File: src/sta_consts.vh
// Purpose: Constants for the synchronous tandem adjustment block
// Assumes: 12-bit normalized log magnitude, 8-bit companded PCM words
// Notes:   Definitions only
`ifndef STA_CONSTS_VH
`define STA_CONSTS_VH

// Rate select codes
`define STA_RATE_32          2'h0
`define STA_RATE_24          2'h1
`define STA_RATE_16          2'h2

// Log magnitude boundaries, 32 kbit/s
`define STA_R32_T0           12'h0_050
`define STA_R32_T1           12'h0_0B2
`define STA_R32_T2           12'h0_0F6
`define STA_R32_T3           12'h0_12C
`define STA_R32_T4           12'h0_15D
`define STA_R32_T5           12'h0_190
`define STA_R32_NEG          12'hF_84
// Log magnitude boundaries, 24 kbit/s
`define STA_R24_T0           12'h0_008
`define STA_R24_T1           12'h0_0DA
`define STA_R24_T2           12'h0_14B
// Log magnitude boundary, 16 kbit/s
`define STA_R16_T0           12'h1_05
// Start of the negative log range
`define STA_LOG_NEG          12'h8_00

// Reset value of the output word
`define STA_PCM_RST          8'h0_0
// Even bit inversion mask for A-law
`define STA_ALAW_MASK        8'h5_5
// Extreme sign-magnitude codes
`define STA_MAG_MAX          7'h7_F

`endif

File: src/sta_pcm_step.v
// Purpose: Step a companded PCM word one level up or down
// Assumes: Sign-magnitude form after law correction
// Notes:   Saturates at both extreme levels
`timescale 1ns/10ps
`include "sta_consts.vh"

module sta_pcm_step
(
    input  wire       law_alaw,
    input  wire [7:0] pcm_in,
    input  wire       step_up,
    input  wire       step_dn,
    output reg  [7:0] pcm_out
);

    reg       pos;
    reg [6:0] mag;
    reg [7:0] sm;
    reg [7:0] raw;

    always @*
    begin
        // To sign-magnitude: pos=1 positive, mag grows with level
        // Mu-law zero codes share one level, so zero crossings skip a code
        if (law_alaw)
        begin
            raw = pcm_in ^ `STA_ALAW_MASK;      // RULE14
            pos = raw[7];
            mag = raw[6:0];
        end
        else
        begin
            raw = pcm_in;
            pos = raw[7];
            mag = ~raw[6:0];
        end
        sm = {pos, mag};
        if (step_up)
        begin
            if (pos && mag == `STA_MAG_MAX)
                sm = {pos, mag};                // RULE9
            else if (pos)
                sm = {1'b1, mag + 7'h0_1};
            else if (mag == 7'h0_0)
                sm = law_alaw ? 8'h8_0 : 8'h8_1; // RULE14
            else
                sm = {1'b0, mag - 7'h0_1};
        end
        else if (step_dn)
        begin
            if (!pos && mag == `STA_MAG_MAX)
                sm = {pos, mag};                // RULE9
            else if (!pos)
                sm = {1'b0, mag + 7'h0_1};
            else if (mag == 7'h0_0)
                sm = law_alaw ? 8'h0_0 : 8'h0_1; // RULE14
            else
                sm = {1'b1, mag - 7'h0_1};
        end
        if (law_alaw)
            pcm_out = sm ^ `STA_ALAW_MASK;
        else
            pcm_out = {sm[7], ~sm[6:0]};
    end

endmodule // sta_pcm_step

File: src/sta_sync_adjust.v
// Purpose: Decoder synchronous coding adjustment of the PCM output word
// Assumes: Inputs synchronous to clk; one sample per sample_valid pulse
// Notes:   Result registered one cycle after sample_valid
//
// Behaviour
// RULE1: 32k positive sign maps log ranges to index 15..9, else 7.
// RULE2: 32k negative sign maps log ranges to 7, 6, then 5..0.
// RULE3: 24k sign is codeword bit 2; reference is codeword+4 or low bits.
// RULE4: 24k positive sign gives index 7, 6, 5 or 3.
// RULE5: 24k negative sign gives index 3, 2, 1 or 0.
// RULE6: 16k sign is codeword bit 1; reference is codeword+2 or low bit.
// RULE7: 16k index is 3/2 for positive sign, 1/0 for negative.
// RULE8: Index below reference steps up, equal keeps, above steps down.
// RULE9: Steps saturate at the most positive and most negative levels.
// RULE10: Encoder and decoder must run at the same coding rate.
// RULE11: 32k sign is codeword bit 3; reference is codeword+8 or low bits.
// RULE12: Log magnitude input is scale-normalized 12-bit decoder form.
// RULE13: Rate select picks table and width; output once per sample.
// RULE14: Stepping follows law ordering, zero crossing and A-law inversion.
`timescale 1ns/10ps
`include "sta_consts.vh"

module sta_sync_adjust
(
    input  wire        clk,
    input  wire        reset,
    input  wire [1:0]  rate_sel,
    input  wire        law_alaw,
    input  wire        sample_valid,
    input  wire [3:0]  adpcm_codeword,
    input  wire [7:0]  compressed_pcm_word,
    input  wire        reencode_diff_sign,
    input  wire [11:0] reencode_norm_log_mag,
    output reg  [7:0]  adjusted_pcm_out,
    output reg         adjusted_valid
);

    reg  [4:0]  decision_index;
    reg  [4:0]  code_magnitude_ref;
    reg         code_sign_bit;
    reg         step_up;
    reg         step_dn;
    wire [7:0]  stepped_pcm;
    wire [11:0] dl;
    wire        neg_range;

    assign dl        = reencode_norm_log_mag;        // RULE12
    assign neg_range = dl >= `STA_LOG_NEG;

    ////////////////////////////////////////////////////////////////////////
    // Sign and magnitude reference from the codeword
    always @*
    begin
        code_sign_bit      = 1'b0;
        code_magnitude_ref = 5'h0_0;
        case (rate_sel)                              // RULE13
            `STA_RATE_32:
            begin
                code_sign_bit      = adpcm_codeword[3];  // RULE11
                code_magnitude_ref = code_sign_bit ? {2'b00, adpcm_codeword[2:0]}
                                   : {1'b0, adpcm_codeword} + 5'h0_8;
            end
            `STA_RATE_24:
            begin
                code_sign_bit      = adpcm_codeword[2];  // RULE3
                code_magnitude_ref = code_sign_bit ? {3'b000, adpcm_codeword[1:0]}
                                   : {2'b00, adpcm_codeword[2:0]} + 5'h0_4;
            end
            `STA_RATE_16:
            begin
                code_sign_bit      = adpcm_codeword[1];  // RULE6
                code_magnitude_ref = code_sign_bit ? {4'h0, adpcm_codeword[0]}
                                   : {3'b000, adpcm_codeword[1:0]} + 5'h0_2;
            end
            default:
            begin
                code_sign_bit      = 1'b0;
                code_magnitude_ref = 5'h0_0;
            end
        endcase
    end

    ////////////////////////////////////////////////////////////////////////
    // Decision index from re-encoded difference
    always @*
    begin
        decision_index = 5'h0_0;
        case (rate_sel)                              // RULE10
            `STA_RATE_32:
            begin
                if (!reencode_diff_sign)             // RULE1
                begin
                    if (neg_range)
                        decision_index = (dl >= `STA_R32_NEG) ? 5'h0_9 : 5'h0_7;
                    else if (dl >= `STA_R32_T5) decision_index = 5'h0_F;
                    else if (dl >= `STA_R32_T4) decision_index = 5'h0_E;
                    else if (dl >= `STA_R32_T3) decision_index = 5'h0_D;
                    else if (dl >= `STA_R32_T2) decision_index = 5'h0_C;
                    else if (dl >= `STA_R32_T1) decision_index = 5'h0_B;
                    else if (dl >= `STA_R32_T0) decision_index = 5'h0_A;
                    else                        decision_index = 5'h0_9;
                end
                else                                 // RULE2
                begin
                    if (neg_range)
                        decision_index = (dl >= `STA_R32_NEG) ? 5'h0_6 : 5'h0_7;
                    else if (dl >= `STA_R32_T5) decision_index = 5'h0_0;
                    else if (dl >= `STA_R32_T4) decision_index = 5'h0_1;
                    else if (dl >= `STA_R32_T3) decision_index = 5'h0_2;
                    else if (dl >= `STA_R32_T2) decision_index = 5'h0_3;
                    else if (dl >= `STA_R32_T1) decision_index = 5'h0_4;
                    else if (dl >= `STA_R32_T0) decision_index = 5'h0_5;
                    else                        decision_index = 5'h0_6;
                end
            end
            `STA_RATE_24:
            begin
                if (!reencode_diff_sign)             // RULE4
                begin
                    if (neg_range)                   decision_index = 5'h0_3;
                    else if (dl >= `STA_R24_T2)      decision_index = 5'h0_7;
                    else if (dl >= `STA_R24_T1)      decision_index = 5'h0_6;
                    else if (dl >= `STA_R24_T0)      decision_index = 5'h0_5;
                    else                             decision_index = 5'h0_3;
                end
                else                                 // RULE5
                begin
                    if (neg_range)                   decision_index = 5'h0_3;
                    else if (dl >= `STA_R24_T2)      decision_index = 5'h0_0;
                    else if (dl >= `STA_R24_T1)      decision_index = 5'h0_1;
                    else if (dl >= `STA_R24_T0)      decision_index = 5'h0_2;
                    else                             decision_index = 5'h0_3;
                end
            end
            `STA_RATE_16:
            begin
                if (!neg_range && dl >= `STA_R16_T0) // RULE7
                    decision_index = reencode_diff_sign ? 5'h0_0 : 5'h0_3;
                else
                    decision_index = reencode_diff_sign ? 5'h0_1 : 5'h0_2;
            end
            default:
                decision_index = 5'h0_0;
        endcase
    end

    ////////////////////////////////////////////////////////////////////////
    // Comparison and stepping
    always @*
    begin
        step_up = decision_index < code_magnitude_ref;  // RULE8
        step_dn = decision_index > code_magnitude_ref;  // RULE8
    end

    sta_pcm_step u_step
    (
        .law_alaw (law_alaw),
        .pcm_in   (compressed_pcm_word),
        .step_up  (step_up),
        .step_dn  (step_dn),
        .pcm_out  (stepped_pcm)
    );

    always @(posedge clk or posedge reset)
    begin
        if (reset)
        begin
            adjusted_pcm_out <= `STA_PCM_RST;
            adjusted_valid   <= 1'b0;
        end
        else
        begin
            adjusted_valid <= sample_valid;         // RULE13
            if (sample_valid)
                adjusted_pcm_out <= stepped_pcm;
        end
    end

endmodule // sta_sync_adjust

File: config.mk
export PLATFORM = sky130hd
export DESIGN_NAME = sta_sync_adjust
export DESIGN_NICKNAME = d
export VERILOG_FILES = /design/src/sta_pcm_step.v /design/src/sta_sync_adjust.v
export VERILOG_INCLUDE_DIRS = /design/src /design/src/src
export SDC_FILE = /design/constraint.sdc
export NUM_CORES = 1
export LEC_CHECK = 0
export BUFFER_PORTS_ARGS = -buffer_cell sky130_fd_sc_hd__buf_4
export CAP_MARGIN = 20
export CORE_MARGIN = 5
export CORE_UTILIZATION = 61
export CTS_BUF_LIST = sky130_fd_sc_hd__clkbuf_16
export DETAILED_ROUTE_END_ITERATION = 10
export GPL_TIMING_DRIVEN = 0
export PLACE_DENSITY_LB_ADDON = 0.25
export SLEW_MARGIN = 20
export SYNTH_ARGS = -nofsm -noshare
export SYNTH_HDL_FRONTEND = slang
export SYNTH_HIERARCHICAL = 1
export SYNTH_SLANG_ARGS = --single-unit
File: constraint.sdc
create_clock -name clk -period 2.64 [get_ports clk]
set_clock_uncertainty 0.15 [all_clocks]
set_input_delay 0.264 -clock clk [delete_from_list [all_inputs] [get_ports clk]]
set_output_delay 0.264 -clock clk [all_outputs]
set_load 0.03 [all_outputs]
# Word level (Yosys, flattened, before mapping)
# Cells that the tools add are included.
[word_totals] output_inout_bits=9 regBits=9 elab_cells=81 input_bits=31
[op_classes] n_mux=46 reduce_logical=7 n_eq_ne=3 n_addsub=5 magnitude_cmp=14 bitwise=4
[ops] operator="$mux 8" n=8
[ops] operator="$ge 12x9->1 const B" n=5
[ops] operator="$mux 3" n=14
[ops] operator="$ge 12x8->1 const B" n=3
[ops] operator="$pmux 5 s3" n=2
[ops] operator="$ge 12x12->1 const B" n=2
[ops] operator="$mux 2" n=10
[ops] operator="$mux 5" n=3
[ops] operator="$mux 7" n=2
[ops] operator="$not 7->7" n=2
[ops] operator="$ge 12x4->1 const B" n=1
[ops] operator="$ge 12x7->1 const B" n=1
[ops] operator="$mux 4" n=3
[ops] operator="$not 4->4" n=2
[ops] operator="$add 7x1->7 const B" n=1
[ops] operator="$eq 7x7->1 const B" n=1
[ops] operator="$logic_not 7->1" n=1
[ops] operator="$sub 7x1->7 const B" n=1
[ops] operator="$add 4x4->5 const B" n=1
[ops] operator="$gt 5x5->1" n=1
[ops] operator="$lt 5x5->1" n=1
[ops] operator="$add 3x3->4 const B" n=1
[ops] operator="$mux 1" n=4
[ops] operator="$add 2x2->3 const B" n=1
[ops] operator="other kinds (5)" n=8

# Longest topological paths before layout
# Gate-level depths: netlist of run 1.
[logic_depth] depth_word=15 depth_mapped=20 ltp_nobuf=18

# By module
# Netlist of run 1, hierarchy kept.
[by_module_without_submodules] module="sta_pcm_step" cells_each=154 instances=1 area_each_um2=1024.7
[by_module_without_submodules] module="sta_sync_adjust" cells_each=105 instances=1 area_each_um2=908.4

# Worst setup path before layout of run 1
# OpenSTA, ideal clock, no wires.
[synth_path] path_type="input-to-reg" from="input reencode_norm_log_mag[3]" to="register adjusted_pcm_out[5]" t_required_ns=2.425 path_stages=19 setup_slack_ns=-1.186 path_buffers=2 arrival_time_ns=3.611 path_cell_list="buf_2 -> nand2_1 -> o311a_2 -> o311ai_1 -> a21oi_1 -> mux2_1 -> o21ai_1 -> ha_1 -> nor2b_1 -> o21ai_0 -> nand2b_1 -> a21oi_1 -> a41oi_1 -> clkbuf_8 -> and3_1 -> nand3_1 -> or4b_1 -> nand3b_1 -> mux2_2"
[synth_via] elab_cells_between_ends=48 classes_between="order compare (14); mux (31); bitwise (1); reduce/logical (2)"
[synth_rtl] item="start, declared" line="sta_sync_adjust.v:33" rtl="input wire [11:0] reencode_norm_log_mag,"
[synth_rtl] item="$ge 12x7->1 (no line)"
[synth_rtl] item="$mux 2, on equally long branches" line="sta_sync_adjust.v:100, sta_sync_adjust.v:112"
[synth_rtl] item="$mux 2, on equally long branches" line="sta_sync_adjust.v:99, sta_sync_adjust.v:111"
[synth_rtl] item="$mux 3, on equally long branches" line="sta_sync_adjust.v:98, sta_sync_adjust.v:110"
[synth_rtl] item="$mux 3, on equally long branches" line="sta_sync_adjust.v:97, sta_sync_adjust.v:109"
[synth_rtl] item="$mux 3, on equally long branches" line="sta_sync_adjust.v:96, sta_sync_adjust.v:108"
[synth_rtl] item="$mux 3, on equally long branches" line="sta_sync_adjust.v:95, sta_sync_adjust.v:107"
[synth_rtl] item="$mux 4 / $mux 3 (equally long branches)" line="sta_sync_adjust.v:93, sta_sync_adjust.v:105"
[synth_rtl] item="$mux 5" line="sta_sync_adjust.v:91" rtl="if (!reencode_diff_sign)"
[synth_rtl] item="$pmux 5 s3 (*)" line="sta_sync_adjust.v:88" rtl="case (rate_sel)"
[synth_rtl] item="$lt 5x5->1 (*)" line="sta_sync_adjust.v:151" rtl="step_up = decision_index < code_magnitude_ref;"
[synth_rtl] item="via step_up" line="sta_sync_adjust.v:41" rtl="reg step_up;"
[synth_rtl] item="$mux 8 (*)" line="sta_pcm_step.v:38" rtl="if (step_up)"
[synth_rtl] item="$not 7->7" line="sta_pcm_step.v:63" rtl="pcm_out = {sm[7], ~sm[6:0]};"
[synth_rtl] item="$mux 7 (*)" line="sta_pcm_step.v:60" rtl="if (law_alaw)"
[synth_rtl] item="via stepped_pcm[5]" line="sta_sync_adjust.v:43" rtl="wire [7:0] stepped_pcm;"
[synth_rtl] item="end signal, assigned" line="sta_sync_adjust.v:168" rtl="adjusted_pcm_out <= `STA_PCM_RST;"
[synth_rtl] item="end signal, assigned" line="sta_sync_adjust.v:175" rtl="adjusted_pcm_out <= stepped_pcm;"
[synth_rtl] item="end, declared" line="sta_sync_adjust.v:34" rtl="output reg [7:0] adjusted_pcm_out,"
# The timed path passes the listed nets; every way through them passes the cells marked *.
# A chain may end at the register's enable or synchronous reset.

# Worst setup path in the final report of run 1
[layout_path] from="input law_alaw" to="register adjusted_pcm_out[1]"
[layout_via] elab_chain_cells=9 elab_cells_between_ends=17 classes_between="add/sub (2); eq/ne (1); mux (10); bitwise (1); reduce/logical (3)"
[layout_rtl] item="start, declared" line="sta_sync_adjust.v:28" rtl="input wire law_alaw,"
[layout_rtl] item="$mux 7" line="sta_pcm_step.v:25" rtl="if (law_alaw)"
[layout_rtl] item="$sub 7x1->7 / $logic_not 7->1 (equally long branches)"
[layout_rtl] item="$mux 8" line="sta_pcm_step.v:55" rtl="else if (mag == 7'h0_0)"
[layout_rtl] item="$mux 8" line="sta_pcm_step.v:53" rtl="else if (!pos)"
[layout_rtl] item="$mux 8" line="sta_pcm_step.v:51" rtl="if (!pos && mag == `STA_MAG_MAX)"
[layout_rtl] item="$mux 8" line="sta_pcm_step.v:49" rtl="else if (step_dn)"
[layout_rtl] item="$mux 8" line="sta_pcm_step.v:38"
[layout_rtl] item="$not 7->7" line="sta_pcm_step.v:63"
[layout_rtl] item="$mux 7 (*)" line="sta_pcm_step.v:60"
[layout_rtl] item="via stepped_pcm[1]" line="sta_sync_adjust.v:43"
# Marks and branches as above.

==> metrics.csv, run 1 <==
metric;value;unit
fin_cells;355;
placed_cell_area;2320;um^2
path_max_fanout;10;
clk_pin_slew;50;ps
cts_tree;built;
drtIter0Drc;596;
fmax;268;MHz
critPathKind;input port to flip-flop;
die_w;66.3;um
track_usage;31.3;%
max_slew_margin;59.3;%
place.gp.congestion;0.939;
grt_pass1_vias;2252;
synth-edff-count;0;
cts.path.max_buffers;2;
vdd_ir_drop_max;0.652;mV
synth_seq_area_share;11.7;%
clock-sinks;9;
num_antenna_cells;0;
hold-worst-slack;353;ps
initial_core_util;63.3;%
startpoint_type;input port;
place_ws;-1400;ps
fp.dieH;66.3;um
first_pass_iters;6;
maxCapViolCount;0;
violations;setup timing;
nets;350;
fin_crit_sh;142;%
yosys_register_bits;9;
slowest_delay;540;ps
pin_count;40;
async_flop_share;100;%
clock_latency;230;ps
fin_total_pwr;1.31;mW
tns;-7570;ps
cts_made_buffers;3;
powerDensity;466;nW/um^2
crit_arrival;3700;ps
worst_slew_pin_slew;611;ps
grt_overflow_total;0;
seqCellArea;225;um^2
hpwl;3.90;mm
die_area;4400;um^2
fin_area;2810;um^2
syn2layout_area_growth;45.4;%
rows;20;
multi_input_area;1800;um^2
setup_slack;-1100;ps
synthCells;259;
outcome;finished, violations left;
clock-root-buffer;clkbuf_16;
antenna_left;0;
grt_pass1_wl;10.8;mm
layout_common_cells;44 x buf_4, 16 x a21oi_1, 15 x nor2_1, 11 x o21ai_0, 11 x nand3_1;
synth_area;1930;um^2
end_kind;flip-flop;
required;2610;ps
grt_max_degree;11;
slew_violations;0;
rsz0062_at_grt;true;
syn_area_per_cell;7.46;um^2
cp_cell_sequence;buf_4 > buf_2 > xnor2_2 > ha_1 > nor4b_1 > a21boi_2 > mux2_1 > a211oi_1 > o221ai_1 > o311a_1 > mux2_2;
port_buffers;28;
dp.cells;331;
n_fill_cell;125;
yosysWarnings;6;
leakagePower;1.12;nW
ys.flop_type;dfrtp_1;
drc_errors;0;
core-area;3050;um^2
utilization;92.0;%
drive_gt1_share;42.4;%
hold_path_class;flip-flop to flip-flop;
crit_slowest_cell;a21boi_2;
synth_fp_nets;297;
final.min_clock_period;3740;ps
ctsHtreeMaxLevel;1;
vias;2738;
viasPerCell;7.71;
setup_viol;8;
mostFrequentLayoutCell;buf_4;
routed_wl;8.81;mm
antenna_found_initial;0;
wire_per_inst;24.8;um
synth_cell_types;73;
hold_violations;0;
-- layout make-up --
type	instances	share of cell area, %
multi-input cells	217	64.1
clock buffers	3	2.67
clock inverters	1	0.134
well taps	44	1.96
plain buffers	25	7.66
inverters	8	1.07
repair buffers	48	14.4
flip-flops and latches	9	8.01
-- synthesized netlist by cell type, types with 2 or more instances --
cell / number / area, um^2
a311oi_1: 3 / 26.3
a21boi_0: 2 / 15.0
nand2_1: 16 / 60.1
a211oi_2: 2 / 25.0
nand3_1: 12 / 60.1
nor2b_1: 3 / 18.8
buf_6: 4 / 45.0
a211oi_1: 10 / 75.1
nand3b_1: 3 / 22.5
xor2_1: 3 / 26.3
a31oi_1: 4 / 25.0
nor2_1: 16 / 60.1
nand4_1: 6 / 37.5
o311a_1: 2 / 20.0
a211o_1: 2 / 17.5
nand2b_1: 4 / 25.0
mux2_1: 2 / 22.5
nor4_2: 2 / 25.0
a21oi_1: 22 / 110
o21ai_0: 14 / 70.1
nor3b_1: 2 / 15.0
buf_2: 4 / 20.0
and3_1: 3 / 18.8
a21o_1: 5 / 37.5
a22oi_1: 2 / 15.0
o21ai_1: 3 / 15.0
mux2i_1: 4 / 40.0
mux2_2: 8 / 90.1
xnor2_1: 4 / 35.0
clkbuf_1: 9 / 33.8
ha_1: 7 / 87.6
inv_1: 8 / 30.0
o211ai_1: 2 / 15.0
o31a_1: 2 / 17.5
or3_1: 3 / 18.8
dfrtp_1: 9 / 225
a21boi_1: 2 / 15.0
nor3_1: 11 / 55.1
and2_1: 2 / 12.5
buf_4: 4 / 30.0
-- worst max-delay path: cells and delay by family --
kind                       cells  cell delay (ps)
AOI/OAI and AO/OA              4             1200
xor gates and xnor gates       1              320
adders and majority gates      1              350
buffers and inverters          2              330
muxes                          2              700
and+or+nand+nor                1              530
-- layer usage --
metal | vias to the layer above | routed length, um | global-route usage [%] | part of all wire (%)
met5 | - | 0 | 0 | 0
met4 | 0 | 657 | 18.5 | 7.5
met3 | 102 | 1040 | 6.46 | 12
met2 | 311 | 4100 | 56.1 | 47
met1 | 1231 | 3000 | 33.3 | 34
li1 | 1094 | - | - | -
-- power breakdown --
part | internal (mW) | total (mW) | switching, mW
Clock | 0.199 | 0.272 | 0.0729
Sequential | 0.174 | 0.200 | 0.0261
Combinational | 0.370 | 0.837 | 0.468
-- state kept, by name (all words and copies together) (netlist names) --
| signal | count |
|---|---|
| adjusted_pcm_out | 8 |
| adjusted_valid | 1 |
-- kinds of logic after synthesis --
| group | share of synthesized area (%) |
|---|---|
| flip-flops | 11.7 |
| XOR/XNOR | 3.17 |
| multiplexers | 7.90 |
| buffers and inverters | 10.4 |
| AND/OR/NAND/NOR | 26.7 |
| adder cells (fa/ha/maj) | 4.53 |
| AO/OA/AOI/OAI | 35.7 |
-- path summary, 6_finish.rpt --
kind | start | to | slack (ps) | depth (start not counted)
worst min register to register | adjusted_pcm_out[4] | adjusted_pcm_out[4] | 350 | 1
worst min-delay path | adjusted_pcm_out[4] | adjusted_pcm_out[4] | 350 | 1
max in group asynchronous | reset | adjusted_pcm_out[4] | 1600 | 3
worst max register to register | adjusted_pcm_out[1] | adjusted_pcm_out[1] | 1670 | 1
min in group asynchronous | reset | adjusted_pcm_out[1] | 450 | 3
worst max-delay path | law_alaw | adjusted_pcm_out[1] | -1100 | 11
-- repair_timing --
action,4_1_cts,5_1_grt
hold endpoints to repair,10,0
pin swaps,17,18
gates cloned,0,0
endpoints found under the setup margin,8,8
hold buffers,2,0
resized for setup,25,34
buffers inserted,4,14
Note: power is estimated with default switching activity, not from simulation.
==> run 2, diff against run 1 <==
--- a/config.mk
+++ b/config.mk
@@ -8,8 +8,10 @@
 export LEC_CHECK = 0
 export BUFFER_PORTS_ARGS = -buffer_cell sky130_fd_sc_hd__buf_4
 export CAP_MARGIN = 20
+export CELL_PAD_IN_SITES_DETAIL_PLACEMENT = 0
+export CELL_PAD_IN_SITES_GLOBAL_PLACEMENT = 2
 export CORE_MARGIN = 5
-export CORE_UTILIZATION = 61
+export CORE_UTILIZATION = 34
 export CTS_BUF_LIST = sky130_fd_sc_hd__clkbuf_16
 export DETAILED_ROUTE_END_ITERATION = 10
 export GPL_TIMING_DRIVEN = 0
==> run 2 against run 1 <==
Effect of this change:
- sequential power shrank 3%
- global-route usage shrank 15 points
- the flow still finishes with violations (setup timing)
- die area increased by 66%
- fmax increased by 7.3%
- largest power group unchanged
- final area is 0.76% higher
==> metrics.csv, run 2 (synthesis results as in run 1) <==
metric;value;unit;change
outcome;finished, violations left;;
violations;setup timing;;
pin_count;40;;unchanged
holdPathEnd;adjusted_pcm_out[1];;
crit_arrival;3450;ps;-250 ps
maxCapViolCount;0;;unchanged
largest_reg_flops;8;;unchanged
clock_latency;230;ps;about the same
end_kind;flip-flop;;
fin_total_pwr;1.20;mW;-8.0%
required;2600;ps;about the same
slew_violations;0;;unchanged
grt_max_degree;11;;unchanged
drive_gt1_share;39.7;%;-2.8 points
layout_common_cells;41 x buf_4, 16 x a21oi_1, 16 x nor2_1, 12 x buf_6;;
powerDensity;426;nW/um^2;-8.7%
wire_per_inst;16.1;um;-35%
vdd_ir_drop_max;0.401;mV;-38%
ctsHtreeMaxLevel;1;;unchanged
syn2layout_area_growth;46.5;%;
grt_pass1_vias;2125;;-5.6%
r2r_cells;1;;unchanged
crit_slowest_cell;mux2_4;;
port_buffers;28;;unchanged
utilization;51.4;%;-41 points
core-area;5510;um^2;+80%
regToRegEndpoint;adjusted_pcm_out[7];;
leakagePower;1.12;nW;-0.42%
place.gp.congestion;0.769;;-18%
clock-root-buffer;clkbuf_16;;
cts_made_buffers;3;;unchanged
mostFrequentLayoutCell;buf_4;;
rsz0062_at_grt;true;;
path_delay_family;compound AO/OA/AOI/OAI gates;;
setup_slack;-842;ps;+254 ps
grt_pass1_wl;9.74;mm;-9.5%
cts_tree;built;;
hpwl;4.36;mm;+12%
final.min_clock_period;3480;ps;-254 ps
startpoint_type;input port;;
die_area;7290;um^2;+66%
max_slew_margin;62.6;%;+3.4 points
first_pass_iters;4;;-2
num_antenna_cells;0;;unchanged
vias;2182;;-20%
critical_path_buf_inv_count;1;;-1
holdCritStartpoint;adjusted_pcm_out[1];;
rows;27;;+35%
n_fill_cell;521;;+320%
grt_overflow_total;0;;unchanged
setup_viol;8;;unchanged
viasPerCell;5.71;;-26%
hold_path_class;flip-flop to flip-flop;;
hold_depth;1;;unchanged
hold_violations;0;;unchanged
fmax;287;MHz;+7.3%
drc_errors;0;;unchanged
path_max_fanout;5;;-5
multi_input_area;1790;um^2;-0.76%
cts.path.max_buffers;2;;unchanged
fp.dieH;85.4;um;+29%
slowest_delay;320;ps;-220 ps
antenna_found_initial;0;;unchanged
r2r_setup_slack;1730;ps;+60 ps
seqCellArea;225;um^2;unchanged
initial_core_util;35.1;%;-28 points
largest-register;adjusted_pcm_out;;
clock-sinks;9;;unchanged
nets;349;;-0.29%
worst_slew_pin_slew;557;ps;-53.9 ps
clk_pin_slew;40;ps;about the same
antenna_left;0;;unchanged
reg_top3;adjusted_pcm_out: 8 flops, adjusted_valid: 1 flops;;
track_usage;15.9;%;-15 points
drtIter0Drc;88;;-85%
r2r-start;adjusted_pcm_out[7];;
routed_wl;6.14;mm;-30%
die_w;85.4;um;+29%
critPathKind;input port to flip-flop;;
cp_cell_sequence;buf_8 > or2_4 > a21oi_4 > o311ai_4 > a21oi_2 > mux2_4 > o21ai_2 > ha_1 > nor2b_1 > o21ai_1 > nand2b_1 > a21oi_4 > a41oi_4 > nand2_1 > nor4_2 > a311oi_2 > a211o_1 > a21boi_2 > mux2_4;;
fin_crit_sh;132;%;-9.6 points
tns;-5710;ps;+1860 ps
## run 2: final cells by class
| cell class | count | share of cell area, % |
|---|---|---|
| buffer | 25 | 7.78 |
| clock buffer | 3 | 2.65 |
| clock inverter | 1 | 0.133 |
| inverter | 8 | 1.06 |
| multi-input combinational | 217 | 63.1 |
| sequential | 9 | 7.95 |
| tap | 72 | 3.18 |
| timing repair buffer | 47 | 14.1 |
## run 2: per-stage QoR
step | instances | hold slack (ps) | setup slack (ps) | cell area (um^2)
6_report | 382 | 360 | -842 | 2830
5_1_grt | 382 | 382 | -1000 | 2830
4_1_cts | 372 | 355 | -909 | 2620
3_5_place_dp | 359 | 109 | -1430 | 2350
3_3_place_gp | 359 | 98.2 | -1450 | 2350
2_1_floorplan | 259 | -58.1 | -884 | 2050
## run 2: per-layer routing
| layer | track usage [%] | share of wire (%) |
|---|---|---|
| met5 | 0 | 0 |
| met4 | 2.45 | 0.59 |
| met3 | 1.94 | 2.6 |
| met2 | 30.0 | 52 |
| met1 | 19.3 | 44 |
## run 2: worst max-delay path by stage
| stage | from | end | cells past startpoint |
|---|---|---|---|
| after floorplan | reencode_norm_log_mag[3] | adjusted_pcm_out[5] | 19 |
| after global placement | reencode_norm_log_mag[4] | adjusted_pcm_out[5] | 19 |
| after detailed placement | reencode_norm_log_mag[4] | adjusted_pcm_out[5] | 19 |
| after CTS | reencode_norm_log_mag[5] | adjusted_pcm_out[5] | 19 |
| after global routing | reencode_norm_log_mag[7] | adjusted_pcm_out[3] | 19 |
| final | reencode_norm_log_mag[4] | adjusted_pcm_out[3] | 19 |
## run 2: where the power goes
part / switching (mW) / leakage, nW / internal, mW
clock network: 0.0627 / 0.0423 / 0.198
logic: 0.390 / 0.970 / 0.360
registers: 0.0198 / 0.104 / 0.174
## run 2: timing repair
action,CTS,global route
gates resized for setup,23,32
endpoints found under the hold margin,10,0
pin swaps,16,25
endpoints found under the setup margin,8,8
hold buffers,2,0
setup buffers,7,10
==> run 3, diff against run 2 <==
--- a/config.mk
+++ b/config.mk
@@ -11,7 +11,7 @@
 export CELL_PAD_IN_SITES_DETAIL_PLACEMENT = 0
 export CELL_PAD_IN_SITES_GLOBAL_PLACEMENT = 2
 export CORE_MARGIN = 5
-export CORE_UTILIZATION = 34
+export CORE_UTILIZATION = 31
 export CTS_BUF_LIST = sky130_fd_sc_hd__clkbuf_16
 export DETAILED_ROUTE_END_ITERATION = 10
 export GPL_TIMING_DRIVEN = 0
==> constraint.sdc (replaced) <==
create_clock -name clk -period 3.9 [get_ports clk]
set_clock_uncertainty 0.15 [all_clocks]
set_input_delay 0.39 -clock clk [delete_from_list [all_inputs] [get_ports clk]]
set_output_delay 0.39 -clock clk [all_outputs]
set_load 0.03 [all_outputs]
==> run 3 against run 2 <==
Effect of this change:
- the run now ends clean
- first-iteration DRC count is 24% higher
- worst hold slack worse by 240 ps
- flip-flop and latch count stayed put
- register-to-register slack better by 1300 ps
- global-route usage is 1.0 points lower
- wire length is 2.7% lower
- sequential share of layout area is 0.95 points higher
- critical path type unchanged
- critical endpoint unchanged
- largest cell class unchanged
- largest power group unchanged
==> metrics.csv, run 3 (synthesis results as in run 1) <==
metric;value;unit;change
outcome;completed;;
crit_slowest_cell;mux2_4;;
reg_top3;adjusted_pcm_out: 8 flops, adjusted_valid: 1 flops;;
drc_errors;0;;unchanged
rows;28;;+3.7%
num_antenna_cells;0;;unchanged
layout_common_cells;38 x buf_4, 18 x a21oi_1, 16 x nand2_1, 16 x nor2_1;;
viasPerCell;5.65;;-1.1%
hold_violations;0;;unchanged
required;3860;ps;+1260 ps
hold-worst-slack;123;ps;-237 ps
vdd_ir_drop_max;0.280;mV;-30%
hpwl;4.38;mm;+0.50%
slowest_delay;330;ps;about the same
nets;336;;-3.7%
fin_cells;372;;-2.6%
clock-root-buffer;clkbuf_16;;
clock-sinks;9;;unchanged
largest-register;adjusted_pcm_out;;
setup_viol;0;;-8
cts_made_buffers;3;;unchanged
utilization;42.2;%;-9.2 points
path_delay_family;compound AO/OA/AOI/OAI gates;;
fp.dieH;89.0;um;+4.2%
antenna_found_initial;0;;unchanged
first_pass_iters;4;;unchanged
syn2layout_area_growth;30.9;%;
antenna_left;0;;unchanged
grt_max_degree;11;;unchanged
hold_path_class;input port to flip-flop;;
pin_count;40;;unchanged
pwr-share-seq;17.4;%;+1.3 points
core-area;5990;um^2;+8.8%
grt_pass1_wl;9.62;mm;-1.2%
die_w;89.0;um;+4.2%
dp.cells;362;;+0.84%
port_buffers;28;;unchanged
final.min_clock_period;3710;ps;
initial_core_util;32.3;%;-2.8 points
wire_per_inst;16.1;um;-0.10%
drtIter0Drc;109;;+24%
path_max_fanout;5;;unchanged
max_slew_margin;68.4;%;+5.8 points
largest_reg_flops;8;;unchanged
p_clk_share;23.6;%;+2.0 points
end_kind;flip-flop;;
fmax;270;MHz;
slew_violations;0;;unchanged
track_usage;14.9;%;-1.0 points
clock_latency;230;ps;about the same
pwr-share-comb;59.0;%;-3.3 points
grt_pass1_vias;2043;;-3.9%
critical_path_buf_inv_count;1;;unchanged
routed_wl;5.97;mm;-2.7%
cp_cell_sequence;buf_4 > o21ai_2 > o311a_4 > o311ai_2 > a21oi_2 > mux2_4 > o21ai_4 > ha_4 > nor2b_1 > o21ai_1 > nand2b_1 > a21oi_4 > a41oi_4 > nand2_1 > nor4_2 > a311oi_2 > a211o_1 > a21boi_1 > mux2_2;;
leakagePower;0.984;nW;-12%
grt_overflow_total;0;;unchanged
mostFrequentLayoutCell;buf_4;;
maxCapViolCount;0;;unchanged
power.internal;445;uW;-39%
worst_slew_pin_slew;474;ps;-82.9 ps
startpoint_type;input port;;
drive_gt1_share;32.3;%;-7.4 points
critPathKind;input port to flip-flop;;
fin_crit_sh;95.1;%;
cts_tree;built;;
crit_arrival;3670;ps;+220 ps
die_area;7910;um^2;+8.5%
powerDensity;294;nW/um^2;-31%
n_fill_cell;635;;+22%
vias;2101;;-3.7%
p_switching;299;uW;-37%
cts.path.max_buffers;2;;unchanged
clk_pin_slew;40;ps;about the same
netSwitchingFraction;40.2;%;+1.0 points
ctsHtreeMaxLevel;1;;unchanged
place.gp.congestion;0.784;;+1.9%
==> run 3: cell types whose count changed in the layout (fill, tap and decap cells not counted), moves of 4 or more <==
cell	change
buf_6	-8
mux2_2	+4
mux2_4	-4
nand2_1	+5
nand2_2	-4
==> run 3: cell type report <==
class                   instances  area (um^2)  area share (%)
clock inverters                 1         3.75           0.148
flip-flops and latches          9          225            8.90
clock buffers                   3         75.1            2.97
repair buffers                 34          258            10.2
multi-input cells             217         1660            65.7
well taps                      75         93.8            3.71
inverters                       8         30.0            1.19
plain buffers                  25          183            7.22
==> run 3: metrics by stage <==
stage	setup slack [ps]	total power, mW	TNS [ps]	cell area, um^2
2_1_floorplan	56.1	0.399	0	1940
3_3_place_gp	-609	0.519	-2120	2240
3_5_place_dp	-604	0.519	-2220	2240
4_1_cts	21.4	0.714	0	2370
5_1_grt	-20.5	0.797	-20.5	2530
6_report	192	0.745	0	2530
==> run 3: metal layers <==
metal  GRT usage [%]  share of wire (%)
met1            19.6                 46
met2            26.5                 49
met3            1.94                3.6
met4            2.17                1.3
met5               0                  0
==> run 3: worst paths after layout <==
kind | startpoint | to | slack [ps] | depth (start not counted)
max in group asynchronous | reset | adjusted_pcm_out[2] | 2810 | 3
hold / removal | sample_valid | adjusted_valid | 120 | 1
hold reg to reg | adjusted_pcm_out[2] | adjusted_pcm_out[2] | 350 | 1
setup / recovery | reencode_norm_log_mag[1] | adjusted_pcm_out[3] | 190 | 19
min in group asynchronous | reset | adjusted_pcm_out[5] | 530 | 3
setup reg to reg | adjusted_pcm_out[1] | adjusted_pcm_out[1] | 3010 | 1
==> run 3: timing repair <==
action,in CTS,in global routing
endpoints found under the hold margin,9,0
pin swaps,1,8
buffers inserted,2,3
hold buffers,1,0
gates resized for setup,4,34
setup endpoints to repair,6,5
==> run 3: power groups by stage <==
| stage | logic [mW] | clock network, mW | registers, mW |
|---|---|---|---|
| 6_report | 0.440 | 0.176 | 0.129 |
| 3_5_place_dp | 0.388 | 0 | 0.131 |
| 5_1_grt | 0.478 | 0.185 | 0.133 |
| 2_1_floorplan | 0.220 | 0 | 0.179 |
| 4_1_cts | 0.405 | 0.179 | 0.129 |
| 3_3_place_gp | 0.389 | 0 | 0.130 |
